## src/lptc_pkg.sv

```systemverilog
// Constants, register map and carrier types for the translation cache.
// Assumes a single aclk domain and AXI4-Lite register access.
package lptc_pkg;
   localparam logic [7:0] REG_CTRL = 8'h00;
   localparam logic [7:0] REG_DIRBASE = 8'h04;
   localparam logic [7:0] REG_PRIV = 8'h08;
   localparam logic [7:0] REG_INVPAGE = 8'h0c;
   localparam logic [7:0] REG_INVALL = 8'h10;
   localparam logic [7:0] REG_STATUS = 8'h14;
   localparam logic [7:0] REG_MISSES = 8'h18;
   localparam int CTRL_PAGING_ON = 0;
   localparam int CTRL_EXT_TABLE = 1;
   localparam int CTRL_SIZE_EXT = 2;
   localparam int CTRL_GLOBAL_EN = 3;
   localparam int ST_DENIED = 0;
   localparam int ST_BUSY = 1;
   localparam logic [3:0] CTRL_RESET = 4'h0;
   localparam logic [19:0] DIRBASE_RESET = 20'h00000;
   localparam logic [1:0] PRIV_RESET = 2'h0;
   localparam int ENT_PRESENT = 0;
   localparam int ENT_WRITE_THRU = 3;
   localparam int ENT_CACHE_DIS = 4;
   localparam int ENT_SMALL_ATTR = 7;
   localparam int ENT_PAGE_SIZE = 7;
   localparam int ENT_GLOBAL = 8;
   localparam int ENT_LARGE_ATTR = 12;
   localparam logic [1:0] RESP_OKAY = 2'b00;
   localparam logic [1:0] RESP_SLVERR = 2'b10;
   localparam int TLB_ENTRIES_DEF = 8;
   localparam int TLB_COUNT = 4;
   localparam int TAG_W = 20;

   typedef struct packed {
      logic attribute_table_index;
      logic page_cache_disable;
      logic page_write_through;
   } lptc_attr_t;

   typedef struct packed {
      logic [23:0] base;
      lptc_attr_t attr;
   } lptc_xlat_t;

   typedef enum logic [5:0] {
      S_IDLE = 6'b000001,
      S_LOOK = 6'b000010,
      S_CHECK = 6'b000100,
      S_DIR = 6'b001000,
      S_TBL = 6'b010000,
      S_DONE = 6'b100000
   } lptc_state_t;
endpackage

```

## src/lptc_entries.sv

```systemverilog
// One fully associative translation cache with round-robin refill.
// Assumes lookups, fills and invalidations all come from aclk logic.
module lptc_entries #(
   parameter int ENTRIES = 8,
   parameter int TAG_W = 20,
   parameter int DATA_W = 27
) (
   input wire logic aclk,
   input wire logic aresetn,
   input wire logic [TAG_W-1:0] look_tag,
   output logic look_hit_q,
   output logic [DATA_W-1:0] look_data_q,
   input wire logic fill_en,
   input wire logic [TAG_W-1:0] fill_tag,
   input wire logic [DATA_W-1:0] fill_data,
   input wire logic fill_global,
   input wire logic inval_en,
   input wire logic [TAG_W-1:0] inval_tag,
   input wire logic flush_en,
   input wire logic flush_keep_global
);
   localparam int PTR_W = (ENTRIES > 1) ? $clog2(ENTRIES) : 1;
   logic [ENTRIES-1:0] valid_q;
   logic [ENTRIES-1:0] global_q;
   logic [TAG_W-1:0] tag_q [ENTRIES];
   logic [DATA_W-1:0] data_q [ENTRIES];
   logic [PTR_W-1:0] ptr_q;
   logic hit_d;
   logic [DATA_W-1:0] data_d;

   always_ff @(posedge aclk) begin
      if (!aresetn) begin
         valid_q <= '0;
         global_q <= '0;
      end else begin
         for (int i = 0; i < ENTRIES; i++) begin
            if (flush_en && !(flush_keep_global && global_q[i])) begin
               valid_q[i] <= 1'b0;
            end else if (inval_en && tag_q[i] == inval_tag) begin
               valid_q[i] <= 1'b0;
            end
            if (fill_en && ptr_q == PTR_W'(i)) begin
               valid_q[i] <= 1'b1;
               global_q[i] <= fill_global;
            end
         end
      end
   end

   // Storage needs no reset; valid bits guard it
   always_ff @(posedge aclk) begin
      if (fill_en) begin
         tag_q[ptr_q] <= fill_tag;
         data_q[ptr_q] <= fill_data;
      end
   end

   always_ff @(posedge aclk) begin
      if (!aresetn) begin
         ptr_q <= '0;
      end else if (fill_en) begin
         ptr_q <= (ptr_q == PTR_W'(ENTRIES - 1)) ? '0 : ptr_q + 1'b1;
      end
   end

   always_comb begin
      hit_d = 1'b0;
      data_d = '0;
      for (int i = 0; i < ENTRIES; i++) begin
         if (valid_q[i] && tag_q[i] == look_tag) begin
            hit_d = 1'b1;
            data_d = data_q[i];
         end
      end
   end

   always_ff @(posedge aclk) begin
      if (!aresetn) begin
         look_hit_q <= 1'b0;
         look_data_q <= '0;
      end else begin
         look_hit_q <= hit_d;
         look_data_q <= data_d;
      end
   end
endmodule

```

## src/lptc_top.sv

```systemverilog
// Translation cache top: register slave, lookup, walker, invalidation.
// Assumes one aclk; walker memory answers after it takes a request.
module lptc_top #(
   parameter int ENTRIES = lptc_pkg::TLB_ENTRIES_DEF
) (
   input wire logic aclk,
   input wire logic aresetn,
   input wire logic s_axi_awvalid,
   output logic s_axi_awready,
   input wire logic [7:0] s_axi_awaddr,
   input wire logic s_axi_wvalid,
   output logic s_axi_wready,
   input wire logic [31:0] s_axi_wdata,
   input wire logic [3:0] s_axi_wstrb,
   output logic s_axi_bvalid,
   input wire logic s_axi_bready,
   output logic [1:0] s_axi_bresp,
   input wire logic s_axi_arvalid,
   output logic s_axi_arready,
   input wire logic [7:0] s_axi_araddr,
   output logic s_axi_rvalid,
   input wire logic s_axi_rready,
   output logic [31:0] s_axi_rdata,
   output logic [1:0] s_axi_rresp,
   input wire logic xlat_req_valid,
   output logic xlat_req_ready,
   input wire logic [31:0] xlat_req_linear,
   input wire logic xlat_req_fetch,
   output logic xlat_rsp_valid,
   output logic [35:0] xlat_rsp_phys,
   output lptc_pkg::lptc_attr_t xlat_rsp_attr,
   output logic xlat_rsp_fault,
   output logic xlat_rsp_hit,
   input wire logic task_switch_valid,
   input wire logic [31:0] task_switch_base,
   output logic walk_req_valid,
   input wire logic walk_req_ready,
   output logic [31:0] walk_req_addr,
   input wire logic walk_rsp_valid,
   input wire logic [31:0] walk_rsp_data
);
   import lptc_pkg::*;

   lptc_state_t state_q, state_d;
   logic [3:0] ctrl_q;
   logic [19:0] dirbase_q;
   logic [1:0] cpl_q;
   logic denied_q;
   logic [31:0] misses_q;
   logic aw_have_q, w_have_q;
   logic [7:0] awaddr_q;
   logic [31:0] wdata_q;
   logic [3:0] wstrb_q;
   logic [31:0] lin_q;
   logic fetch_q;
   logic flush_q, keep_q, inval_q;
   logic [19:0] inval_tag_q;
   logic [TLB_COUNT-1:0] fill_q, fill_d;
   logic [19:0] fill_tag_q, fill_tag_d;
   lptc_xlat_t fill_data_q, fill_data_d;
   logic fill_glob_q, fill_glob_d;
   logic [TLB_COUNT-1:0] hit_v;
   lptc_xlat_t data_v [TLB_COUNT];
   logic wr_fire, wr_cmd, wr_priv_ok, large_hit, small_hit;
   logic done_set, done_fault, done_hit, walk_issue, large_map;
   logic [35:0] done_phys;
   lptc_attr_t done_attr;
   logic [31:0] walk_addr_d, rd_d;
   lptc_xlat_t lg, sm;

   function automatic logic [31:0] merge(input logic [31:0] old, input logic [31:0] nw,
                                         input logic [3:0] strb);
      logic [31:0] r;
      r = old;
      for (int b = 0; b < 4; b++) begin
         if (strb[b]) begin
            r[8*b +: 8] = nw[8*b +: 8];
         end
      end
      return r;
   endfunction

   // Register slave: address and data may arrive in either order
   always_ff @(posedge aclk) begin
      if (!aresetn) begin
         aw_have_q <= 1'b0;
         s_axi_awready <= 1'b0;
         awaddr_q <= '0;
      end else if (s_axi_awvalid && s_axi_awready) begin
         aw_have_q <= 1'b1;
         s_axi_awready <= 1'b0;
         awaddr_q <= s_axi_awaddr;
      end else if (wr_fire) begin
         aw_have_q <= 1'b0;
      end else if (!aw_have_q && !s_axi_bvalid) begin
         s_axi_awready <= 1'b1;
      end
   end

   always_ff @(posedge aclk) begin
      if (!aresetn) begin
         w_have_q <= 1'b0;
         s_axi_wready <= 1'b0;
         wdata_q <= '0;
         wstrb_q <= '0;
      end else if (s_axi_wvalid && s_axi_wready) begin
         w_have_q <= 1'b1;
         s_axi_wready <= 1'b0;
         wdata_q <= s_axi_wdata;
         wstrb_q <= s_axi_wstrb;
      end else if (wr_fire) begin
         w_have_q <= 1'b0;
      end else if (!w_have_q && !s_axi_bvalid) begin
         s_axi_wready <= 1'b1;
      end
   end

   assign wr_fire = aw_have_q && w_have_q && !s_axi_bvalid;
   assign wr_cmd = wr_fire && (awaddr_q == REG_INVPAGE || awaddr_q == REG_INVALL);
   assign wr_priv_ok = (cpl_q == 2'h0);

   always_ff @(posedge aclk) begin
      if (!aresetn) begin
         s_axi_bvalid <= 1'b0;
         s_axi_bresp <= RESP_OKAY;
      end else if (wr_fire) begin
         s_axi_bvalid <= 1'b1;
         s_axi_bresp <= (awaddr_q > REG_STATUS) ? RESP_SLVERR : RESP_OKAY;
      end else if (s_axi_bready) begin
         s_axi_bvalid <= 1'b0;
      end
   end

   always_ff @(posedge aclk) begin
      if (!aresetn) begin
         ctrl_q <= CTRL_RESET;
         cpl_q <= PRIV_RESET;
      end else if (wr_fire && awaddr_q == REG_CTRL) begin
         ctrl_q <= 4'(merge({28'h0, ctrl_q}, wdata_q, wstrb_q));
      end else if (wr_fire && awaddr_q == REG_PRIV) begin
         cpl_q <= 2'(merge({30'h0, cpl_q}, wdata_q, wstrb_q));
      end
   end

   // Task switch takes priority over a software load in the same cycle
   always_ff @(posedge aclk) begin
      if (!aresetn) begin
         dirbase_q <= DIRBASE_RESET;
      end else if (task_switch_valid) begin
         dirbase_q <= task_switch_base[31:12];
      end else if (wr_fire && awaddr_q == REG_DIRBASE) begin
         dirbase_q <= 20'(merge({dirbase_q, 12'h0}, wdata_q, wstrb_q) >> 12);
      end
   end

   always_ff @(posedge aclk) begin
      if (!aresetn) begin
         denied_q <= 1'b0;
      end else if (wr_cmd && !wr_priv_ok) begin
         denied_q <= 1'b1;
      end else if (wr_fire && awaddr_q == REG_STATUS && wstrb_q[0] && wdata_q[ST_DENIED]) begin
         denied_q <= 1'b0;
      end
   end

   // Invalidation pulses; the global enable is sampled at flush time
   always_ff @(posedge aclk) begin
      if (!aresetn) begin
         flush_q <= 1'b0;
         keep_q <= 1'b0;
         inval_q <= 1'b0;
         inval_tag_q <= '0;
      end else begin
         flush_q <= task_switch_valid
            || (wr_fire && awaddr_q == REG_DIRBASE)
            || (wr_fire && awaddr_q == REG_INVALL && wr_priv_ok);
         keep_q <= ctrl_q[CTRL_GLOBAL_EN];
         inval_q <= wr_fire && awaddr_q == REG_INVPAGE && wr_priv_ok;
         if (wr_fire && awaddr_q == REG_INVPAGE) begin
            inval_tag_q <= wdata_q[31:12];
         end
      end
   end

   always_comb begin
      unique case (s_axi_araddr)
         REG_CTRL: rd_d = {28'h0, ctrl_q};
         REG_DIRBASE: rd_d = {dirbase_q, 12'h0};
         REG_PRIV: rd_d = {30'h0, cpl_q};
         REG_STATUS: rd_d = {30'h0, state_q != S_IDLE, denied_q};
         REG_MISSES: rd_d = misses_q;
         default: rd_d = 32'h0;
      endcase
   end

   always_ff @(posedge aclk) begin
      if (!aresetn) begin
         s_axi_arready <= 1'b0;
         s_axi_rvalid <= 1'b0;
         s_axi_rdata <= '0;
         s_axi_rresp <= RESP_OKAY;
      end else if (s_axi_arvalid && s_axi_arready) begin
         s_axi_arready <= 1'b0;
         s_axi_rvalid <= 1'b1;
         s_axi_rdata <= rd_d;
         s_axi_rresp <= (s_axi_araddr > REG_MISSES || s_axi_araddr[1:0] != 2'b00)
                        ? RESP_SLVERR : RESP_OKAY;
      end else if (s_axi_rvalid && s_axi_rready) begin
         s_axi_rvalid <= 1'b0;
      end else if (!s_axi_rvalid) begin
         s_axi_arready <= 1'b1;
      end
   end

   // Four caches: index bit 1 is fetch, bit 0 is large
   for (genvar g = 0; g < TLB_COUNT; g++) begin : g_tlb
      logic [TAG_W-1:0] look_tag, inv_tag;
      logic [$bits(lptc_xlat_t)-1:0] dout;
      assign look_tag = (g % 2 == 1) ? {lin_q[31:22], 10'h000} : lin_q[31:12];
      assign inv_tag = (g % 2 == 1) ? {inval_tag_q[19:10], 10'h000} : inval_tag_q;
      assign data_v[g] = lptc_xlat_t'(dout);
      lptc_entries #(.ENTRIES(ENTRIES), .TAG_W(TAG_W), .DATA_W($bits(lptc_xlat_t))) u_ent (
         .aclk(aclk),
         .aresetn(aresetn),
         .look_tag(look_tag),
         .look_hit_q(hit_v[g]),
         .look_data_q(dout),
         .fill_en(fill_q[g]),
         .fill_tag(fill_tag_q),
         .fill_data(fill_data_q),
         .fill_global(fill_glob_q),
         .inval_en(inval_q),
         .inval_tag(inv_tag),
         .flush_en(flush_q),
         .flush_keep_global(keep_q)
      );
   end

   assign lg = data_v[{fetch_q, 1'b1}];
   assign sm = data_v[{fetch_q, 1'b0}];
   assign large_hit = hit_v[{fetch_q, 1'b1}] && ctrl_q[CTRL_SIZE_EXT];
   assign small_hit = hit_v[{fetch_q, 1'b0}];
   assign large_map = ctrl_q[CTRL_SIZE_EXT] && walk_rsp_data[ENT_PAGE_SIZE];

   always_comb begin
      state_d = state_q;
      done_set = 1'b0;
      done_phys = '0;
      done_attr = '0;
      done_fault = 1'b0;
      done_hit = 1'b0;
      walk_issue = 1'b0;
      walk_addr_d = '0;
      fill_d = '0;
      fill_tag_d = '0;
      fill_data_d = '0;
      fill_glob_d = 1'b0;
      unique case (state_q)
         S_IDLE: begin
            if (xlat_req_valid && xlat_req_ready) begin
               state_d = S_LOOK;
            end
         end
         S_LOOK: state_d = S_CHECK;
         S_CHECK: begin
            if (!ctrl_q[CTRL_PAGING_ON]) begin
               done_set = 1'b1;
               done_phys = {4'h0, lin_q};
            end else if (ctrl_q[CTRL_EXT_TABLE]) begin
               // Extended-table walks live elsewhere; report a fault
               done_set = 1'b1;
               done_fault = 1'b1;
            end else if (large_hit) begin
               done_set = 1'b1;
               done_hit = 1'b1;
               done_phys = {lg.base[23:10], lin_q[21:0]};
               done_attr = lg.attr;
            end else if (small_hit) begin
               done_set = 1'b1;
               done_hit = 1'b1;
               done_phys = {sm.base, lin_q[11:0]};
               done_attr = sm.attr;
            end else begin
               walk_issue = 1'b1;
               walk_addr_d = {dirbase_q, lin_q[31:22], 2'b00};
               state_d = S_DIR;
            end
         end
         S_DIR: begin
            if (walk_rsp_valid && !walk_req_valid) begin
               if (!walk_rsp_data[ENT_PRESENT]) begin
                  done_set = 1'b1;
                  done_fault = 1'b1;
               end else if (large_map) begin
                  done_set = 1'b1;
                  done_phys = {walk_rsp_data[16:13], walk_rsp_data[31:22],
                               lin_q[21:0]};
                  done_attr = '{walk_rsp_data[ENT_LARGE_ATTR],
                                walk_rsp_data[ENT_CACHE_DIS], walk_rsp_data[ENT_WRITE_THRU]};
                  fill_d[{fetch_q, 1'b1}] = 1'b1;
                  fill_tag_d = {lin_q[31:22], 10'h000};
                  fill_data_d = '{done_phys[35:12], done_attr};
                  fill_glob_d = walk_rsp_data[ENT_GLOBAL];
               end else begin
                  walk_issue = 1'b1;
                  walk_addr_d = {walk_rsp_data[31:12], lin_q[21:12], 2'b00};
                  state_d = S_TBL;
               end
            end
         end
         S_TBL: begin
            if (walk_rsp_valid && !walk_req_valid) begin
               done_set = 1'b1;
               if (!walk_rsp_data[ENT_PRESENT]) begin
                  done_fault = 1'b1;
               end else begin
                  done_phys = {4'h0, walk_rsp_data[31:12], lin_q[11:0]};
                  done_attr = '{walk_rsp_data[ENT_SMALL_ATTR],
                                walk_rsp_data[ENT_CACHE_DIS], walk_rsp_data[ENT_WRITE_THRU]};
                  fill_d[{fetch_q, 1'b0}] = 1'b1;
                  fill_tag_d = lin_q[31:12];
                  fill_data_d = '{done_phys[35:12], done_attr};
                  fill_glob_d = walk_rsp_data[ENT_GLOBAL];
               end
            end
         end
         S_DONE: state_d = S_IDLE;
      endcase
      if (done_set) begin
         state_d = S_DONE;
      end
   end

   always_ff @(posedge aclk) begin
      if (!aresetn) begin
         state_q <= S_IDLE;
         xlat_req_ready <= 1'b0;
      end else begin
         state_q <= state_d;
         xlat_req_ready <= (state_d == S_IDLE);
      end
   end

   always_ff @(posedge aclk) begin
      if (!aresetn) begin
         lin_q <= '0;
         fetch_q <= 1'b0;
      end else if (state_q == S_IDLE && xlat_req_valid && xlat_req_ready) begin
         lin_q <= xlat_req_linear;
         fetch_q <= xlat_req_fetch;
      end
   end

   always_ff @(posedge aclk) begin
      if (!aresetn) begin
         xlat_rsp_valid <= 1'b0;
         xlat_rsp_phys <= '0;
         xlat_rsp_attr <= '0;
         xlat_rsp_fault <= 1'b0;
         xlat_rsp_hit <= 1'b0;
      end else begin
         xlat_rsp_valid <= done_set;
         if (done_set) begin
            xlat_rsp_phys <= done_phys;
            xlat_rsp_attr <= done_attr;
            xlat_rsp_fault <= done_fault;
            xlat_rsp_hit <= done_hit;
         end
      end
   end

   always_ff @(posedge aclk) begin
      if (!aresetn) begin
         fill_q <= '0;
         fill_tag_q <= '0;
         fill_data_q <= '0;
         fill_glob_q <= 1'b0;
      end else begin
         fill_q <= fill_d;
         fill_tag_q <= fill_tag_d;
         fill_data_q <= fill_data_d;
         fill_glob_q <= fill_glob_d;
      end
   end

   // Walk request holds until taken; one outstanding read at most
   always_ff @(posedge aclk) begin
      if (!aresetn) begin
         walk_req_valid <= 1'b0;
         walk_req_addr <= '0;
      end else if (walk_issue) begin
         walk_req_valid <= 1'b1;
         walk_req_addr <= walk_addr_d;
      end else if (walk_req_ready) begin
         walk_req_valid <= 1'b0;
      end
   end

   always_ff @(posedge aclk) begin
      if (!aresetn) begin
         misses_q <= '0;
      end else if (state_q == S_CHECK && walk_issue) begin
         misses_q <= misses_q + 32'h1;
      end
   end

   large_map_a: assert property (@(posedge aclk) disable iff (!aresetn)
      (state_q == S_DIR && walk_rsp_valid && !walk_req_valid && walk_rsp_data[0] && large_map)
      |=> xlat_rsp_valid && xlat_rsp_phys == {$past(walk_rsp_data[16:13]),
          $past(walk_rsp_data[31:22]), lin_q[21:0]}) else $error("large page address wrong");
   attr_index_a: assert property (@(posedge aclk) disable iff (!aresetn)
      (state_q == S_DIR && walk_rsp_valid && !walk_req_valid && walk_rsp_data[0] && large_map)
      |=> xlat_rsp_attr.attribute_table_index == $past(walk_rsp_data[12]))
      else $error("attribute index not from bit 12");
   miss_walk_a: assert property (@(posedge aclk) disable iff (!aresetn)
      $rose(walk_req_valid) |-> $past(state_q) == S_CHECK && !$past(large_hit)
      && !$past(small_hit) || $past(state_q) == S_DIR) else $error("walk without miss");
   hit_fast_a: assert property (@(posedge aclk) disable iff (!aresetn)
      (state_q == S_CHECK && ctrl_q == 4'h1 && small_hit)
      |=> xlat_rsp_valid && xlat_rsp_hit && !walk_req_valid) else $error("hit not used");
   priv_deny_a: assert property (@(posedge aclk) disable iff (!aresetn)
      (wr_cmd && cpl_q != 2'h0) |=> denied_q && !flush_q && !inval_q)
      else $error("unprivileged invalidate not denied");
   base_flush_a: assert property (@(posedge aclk) disable iff (!aresetn)
      (wr_fire && awaddr_q == REG_DIRBASE) |=> flush_q && keep_q == $past(ctrl_q[3]))
      else $error("base load did not flush");
   task_flush_a: assert property (@(posedge aclk) disable iff (!aresetn)
      task_switch_valid |=> flush_q ##0 dirbase_q == $past(task_switch_base[31:12]))
      else $error("task switch did not flush");
   page_inval_a: assert property (@(posedge aclk) disable iff (!aresetn)
      (wr_fire && awaddr_q == REG_INVPAGE && cpl_q == 2'h0)
      |=> inval_q && inval_tag_q == $past(wdata_q[31:12])) else $error("page invalidate lost");
   fill_sep_a: assert property (@(posedge aclk) disable iff (!aresetn)
      $onehot0(fill_q) && (!(fill_q[3] || fill_q[1]) || fill_tag_q[9:0] == 10'h000))
      else $error("fill went to wrong cache");
   no_large_a: assert property (@(posedge aclk) disable iff (!aresetn)
      (state_q == S_DIR && walk_rsp_valid && !walk_req_valid && walk_rsp_data[0]
       && !ctrl_q[CTRL_SIZE_EXT]) |=> state_q == S_TBL) else $error("large without extension");
endmodule

```

## config.mk

```make
export PLATFORM = sky130hd
export DESIGN_NAME = lptc_top
export DESIGN_NICKNAME = d
export VERILOG_FILES = /design/src/lptc_pkg.sv /design/src/lptc_entries.sv /design/src/lptc_top.sv
export SDC_FILE = /design/constraint.sdc
export NUM_CORES = 2
export LEC_CHECK = 0
export BUFFER_PORTS_ARGS = -buffer_cell sky130_fd_sc_hd__buf_2
export CAP_MARGIN = 5
export CORE_MARGIN = 2
export CORE_UTILIZATION = 55
export CTS_CLUSTER_DIAMETER = 120
export DETAILED_ROUTE_END_ITERATION = 12
export GPL_TIMING_DRIVEN = 0
export PLACE_DENSITY = 0.72
export SLEW_MARGIN = 20
export SYNTH_ARGS = -nofsm -noshare
export SYNTH_HDL_FRONTEND = slang
export SYNTH_SLANG_ARGS = --single-unit
```

## constraint.sdc

```tcl
create_clock -name aclk -period 12.9 [get_ports aclk]
set_input_delay 0.645 -clock aclk [delete_from_list [all_inputs] [get_ports aclk]]
set_output_delay 0.645 -clock aclk [all_outputs]
set_load 0.01 [all_outputs]
```

==> results_dict.tcl <==
set metrics [dict create \
    insertion_delay_ns 0.85 \
    ff2ff_path_depth 10 \
    fin_crit_sh 0.3778 \
    skew_ns 0.03354 \
    drcViolationCount 0 \
    synth-seq-cells 1836 \
    htreeDepth 4 \
    drtAntennaViolNets 0 \
    die_area_mm2 0.1424 \
    crit_path_cell_trace "buf_2 -> buf_2 -> xor2_1 -> nor4_1 -> nand4_1 -> nor2_1 -> a211o_1 -> buf_2 -> a21oi_1 -> o32ai_1" \
    slew_viol_final 0 \
    coreArea_mm2 0.1378 \
    synth.most_common_cell "edfxtp_1" \
    final_util 0.6404 \
    cts.path.max_buffers 3 \
    critPathLaunch "lin_q[16]" \
    status "complete, no violations" \
    fmax_ghz 0.2052 \
    grt-ovfl-total 0 \
    cts.clk_slew.worst_paths_ns 0.06 \
    arrival_ns 5.53 \
    slew_headroom 0.1204 \
    seq_area_frac_synth 0.6550 \
    rsz0062_at_grt "no" \
    port_buffers 240 \
    crit_fanout 10 \
    crit_path_frequent_cell "buf_2" \
    finalNonFillerCells 8394 \
    syn_avg_cell_area_um2 12.97 \
    setup_ws_ns 8.027 \
    synth.area.top_cells "edfxtp_1 53%, dfxtp_1 13%, xnor2_1 7.9%" \
    rows 136 \
    crit_path_start_kind "flip-flop" \
    initial_core_util 0.5561 \
    areaGrowthSynthToFinish_pct 15.16 \
    wl_mm 278.6 \
    die_w_um 377.3 \
    gr-usage-all-layers 0.3853 \
    synth_top_area_share 0.5265 \
    cts_setup_buffers 0 \
    hold_path_class "input pin to flip-flop" \
    drt_iter0_markers 9391 \
    critPathMaxStageDelay_ns 0.77 \
    synth.largest_area_cell "edfxtp_1" \
    regArea_mm2 0.05029 \
    cts_made_buffers 180 \
    nFillCells 10270 \
    cp.required_ns 13.56 \
    timing.setup.tns_ns 0 \
    wl_per_cell_um 33.20 \
    ios 277 \
    irDropWorstVdd_mv 0.1444 \
    worstSetupEndpointType "flip-flop" \
    ctsResizeCount 0 \
    worst_pin_slew_ns 1.319 \
    cts_root_buffer "clkbuf_16" \
    crit_path_end "g_tlb[0].u_ent.look_data_q[23]" \
    dr.pass1.iters 8 \
    gp_congestion 1.014 \
    viasPerCell 6.587 \
    hpwlAfterDp_mm 189.4 \
    yosys.cell_types.count 80 \
    synth_edf_count 1344 \
    finalSetupViolCount 0 \
    fin_nets 6620 \
    finalHoldViolations 0 \
    holdBufCountCts 0 \
    cpMaxStageDelayCell "nor2_1" \
    cts.sinks 1836 \
    cellLeakagePower_nw 30.45 \
    min_period_ns 4.873 \
    synth_cells 5910 \
    grt_start_max_net_pins 33 \
    pre_cts_slack_ns 8.392 \
    path_class "flip-flop to flip-flop" \
    grt_pass1_wl_mm 383.4 \
    holdCritStartpoint "xlat_req_linear[19]" \
    antenna_found_initial 27 \
    r2r_end "g_tlb[0].u_ent.look_data_q[23]" \
    die_h_um 377.3 \
    multi_input_area_mm2 0.02446 \
    yosysWarnings 0 \
    reg2reg_slack_ns 8.03 \
    cap_violations 0 \
    vias 55290 \
    cts_tree "done" \
    synthFlopType "edfxtp_1" \
    dp_cells 8047 \
    synthArstFlopShare 0 \
    synth_area_mm2 0.07665 \
    grt_pass1_vias 51950 \
    power_density_mw_per_mm2 139.3 \
    synth_common_cells "1,344 x edfxtp_1, 694 x xnor2_1, 492 x dfxtp_1" \
    regToRegStartpoint "lin_q[16]" \
    drive_gt1_frac 0.1408 \
]
per-stage QoR:
stage	power (W)	hold WS (ns)	area, um^2
2_1_floorplan	0.006793	0.4313	76660
3_3_place_gp	0.007059	0.4339	80110
3_5_place_dp	0.007066	0.4413	82270
4_1_cts	0.01226	0.01447	88230
5_1_grt	0.01253	0.03219	88260
6_report	0.01230	0.03165	88270
critical path: cells and delay by family (launching register included):
kind                   cells  cell delay, ns
AND/OR/NAND/NOR            3            1.24
flip-flops                 1            0.45
XOR/XNOR                   1            0.15
AO/OA/AOI/OAI              3            1.21
buffers and inverters      3            1.59
worst min-delay path by stage:
stage | endpoint | slack (ns) | depth (start not counted)
3_5_place_dp | s_axi_rdata[15] | 0.44 | 2
2_1_floorplan | awaddr_q[7] | 0.43 | 2
3_3_place_gp | s_axi_rdata[17] | 0.43 | 2
4_1_cts | lin_q[19] | 0.01 | 3
6_report | lin_q[19] | 0.03 | 3
5_1_grt | lin_q[6] | 0.03 | 3
where the power goes:
| group | internal (W) | switching (W) |
|---|---|---|
| sequential | 0.00627 | 0.0000291 |
| combinational | 0.000204 | 0.000471 |
| clock | 0.00300 | 0.00232 |
sequential cells by signal (all words and copies together), names as in the netlist, 24 cells and up:
signal	flops
fill_data_q	27
g_tlb.u_ent.data_q	704
g_tlb.u_ent.global_q	32
g_tlb.u_ent.look_data_q	88
g_tlb.u_ent.tag_q	640
g_tlb.u_ent.valid_q	32
lin_q	32
misses_q	32
s_axi_rdata	32
walk_req_addr	30
wdata_q	24
xlat_rsp_phys	36
cell usage in the layout (no fill, tap or decap), drive strengths merged, types with 12 or more instances in the layout:
| cell type | count |
|---|---|
| edfxtp | 1344 |
| xnor2 | 694 |
| dfxtp | 492 |
| clkbuf | 489 |
| buf | 475 |
| nand2 | 451 |
| a21oi | 337 |
| xor2 | 294 |
| nor2 | 238 |
| nand4 | 195 |
| nand3 | 194 |
| inv | 147 |
| nor4 | 144 |
| a221oi | 98 |
| o21ai | 87 |
| nor3 | 84 |
| a22oi | 78 |
| a221o | 71 |
| mux2i | 65 |
| o221ai | 65 |
| clkinv | 58 |
| and2 | 53 |
| and3 | 47 |
| nand2b | 42 |
| or3 | 30 |
| o211ai | 30 |
| ha | 25 |
| mux2 | 22 |
| a22o | 20 |
| o2111ai | 16 |
| o32ai | 15 |
| a21o | 14 |
| nor2b | 14 |
| o22ai | 14 |
| o21bai | 12 |
per-layer routing:
layer / wire [um] / global-route usage / share of wire
met3: 39080 / 0.1128 / 0.14
met2: 118600 / 0.5671 / 0.43
met1: 97260 / 0.4901 / 0.35
met5: 65 / 0 / 0.00023
met4: 23600 / 0.2703 / 0.085
cells by family (layout without fill, tap and decap cells):
| group | count (synthesis) | after routing | share of synthesized area |
|---|---|---|---|
| compound gates | 921 | 921 | 0.08343 |
| simple gates | 1536 | 1536 | 0.1010 |
| mux | 93 | 93 | 0.01348 |
| buf+inv | 510 | 1186 | 0.03005 |
| flops | 1836 | 1836 | 0.6550 |
| xor+xnor | 988 | 988 | 0.1129 |
| other cells | 1 | 15 | 0.00004892 |
| fa+ha+maj | 25 | 25 | 0.004081 |
area by class of cell:
| type | instances | area share |
|---|---|---|
| Inverter | 140 | 0.005953 |
| Antenna cell | 11 | 0.0003118 |
| Buffer | 370 | 0.02089 |
| Clock inverter | 82 | 0.009199 |
| Sequential cell | 1836 | 0.5697 |
| Multi-Input combinational cell | 3567 | 0.2771 |
| Clock buffer | 254 | 0.05831 |
| Tap cell | 1794 | 0.02543 |
| Timing Repair Buffer | 340 | 0.03308 |
No activity file was read; power rests on OpenSTA's default activity.
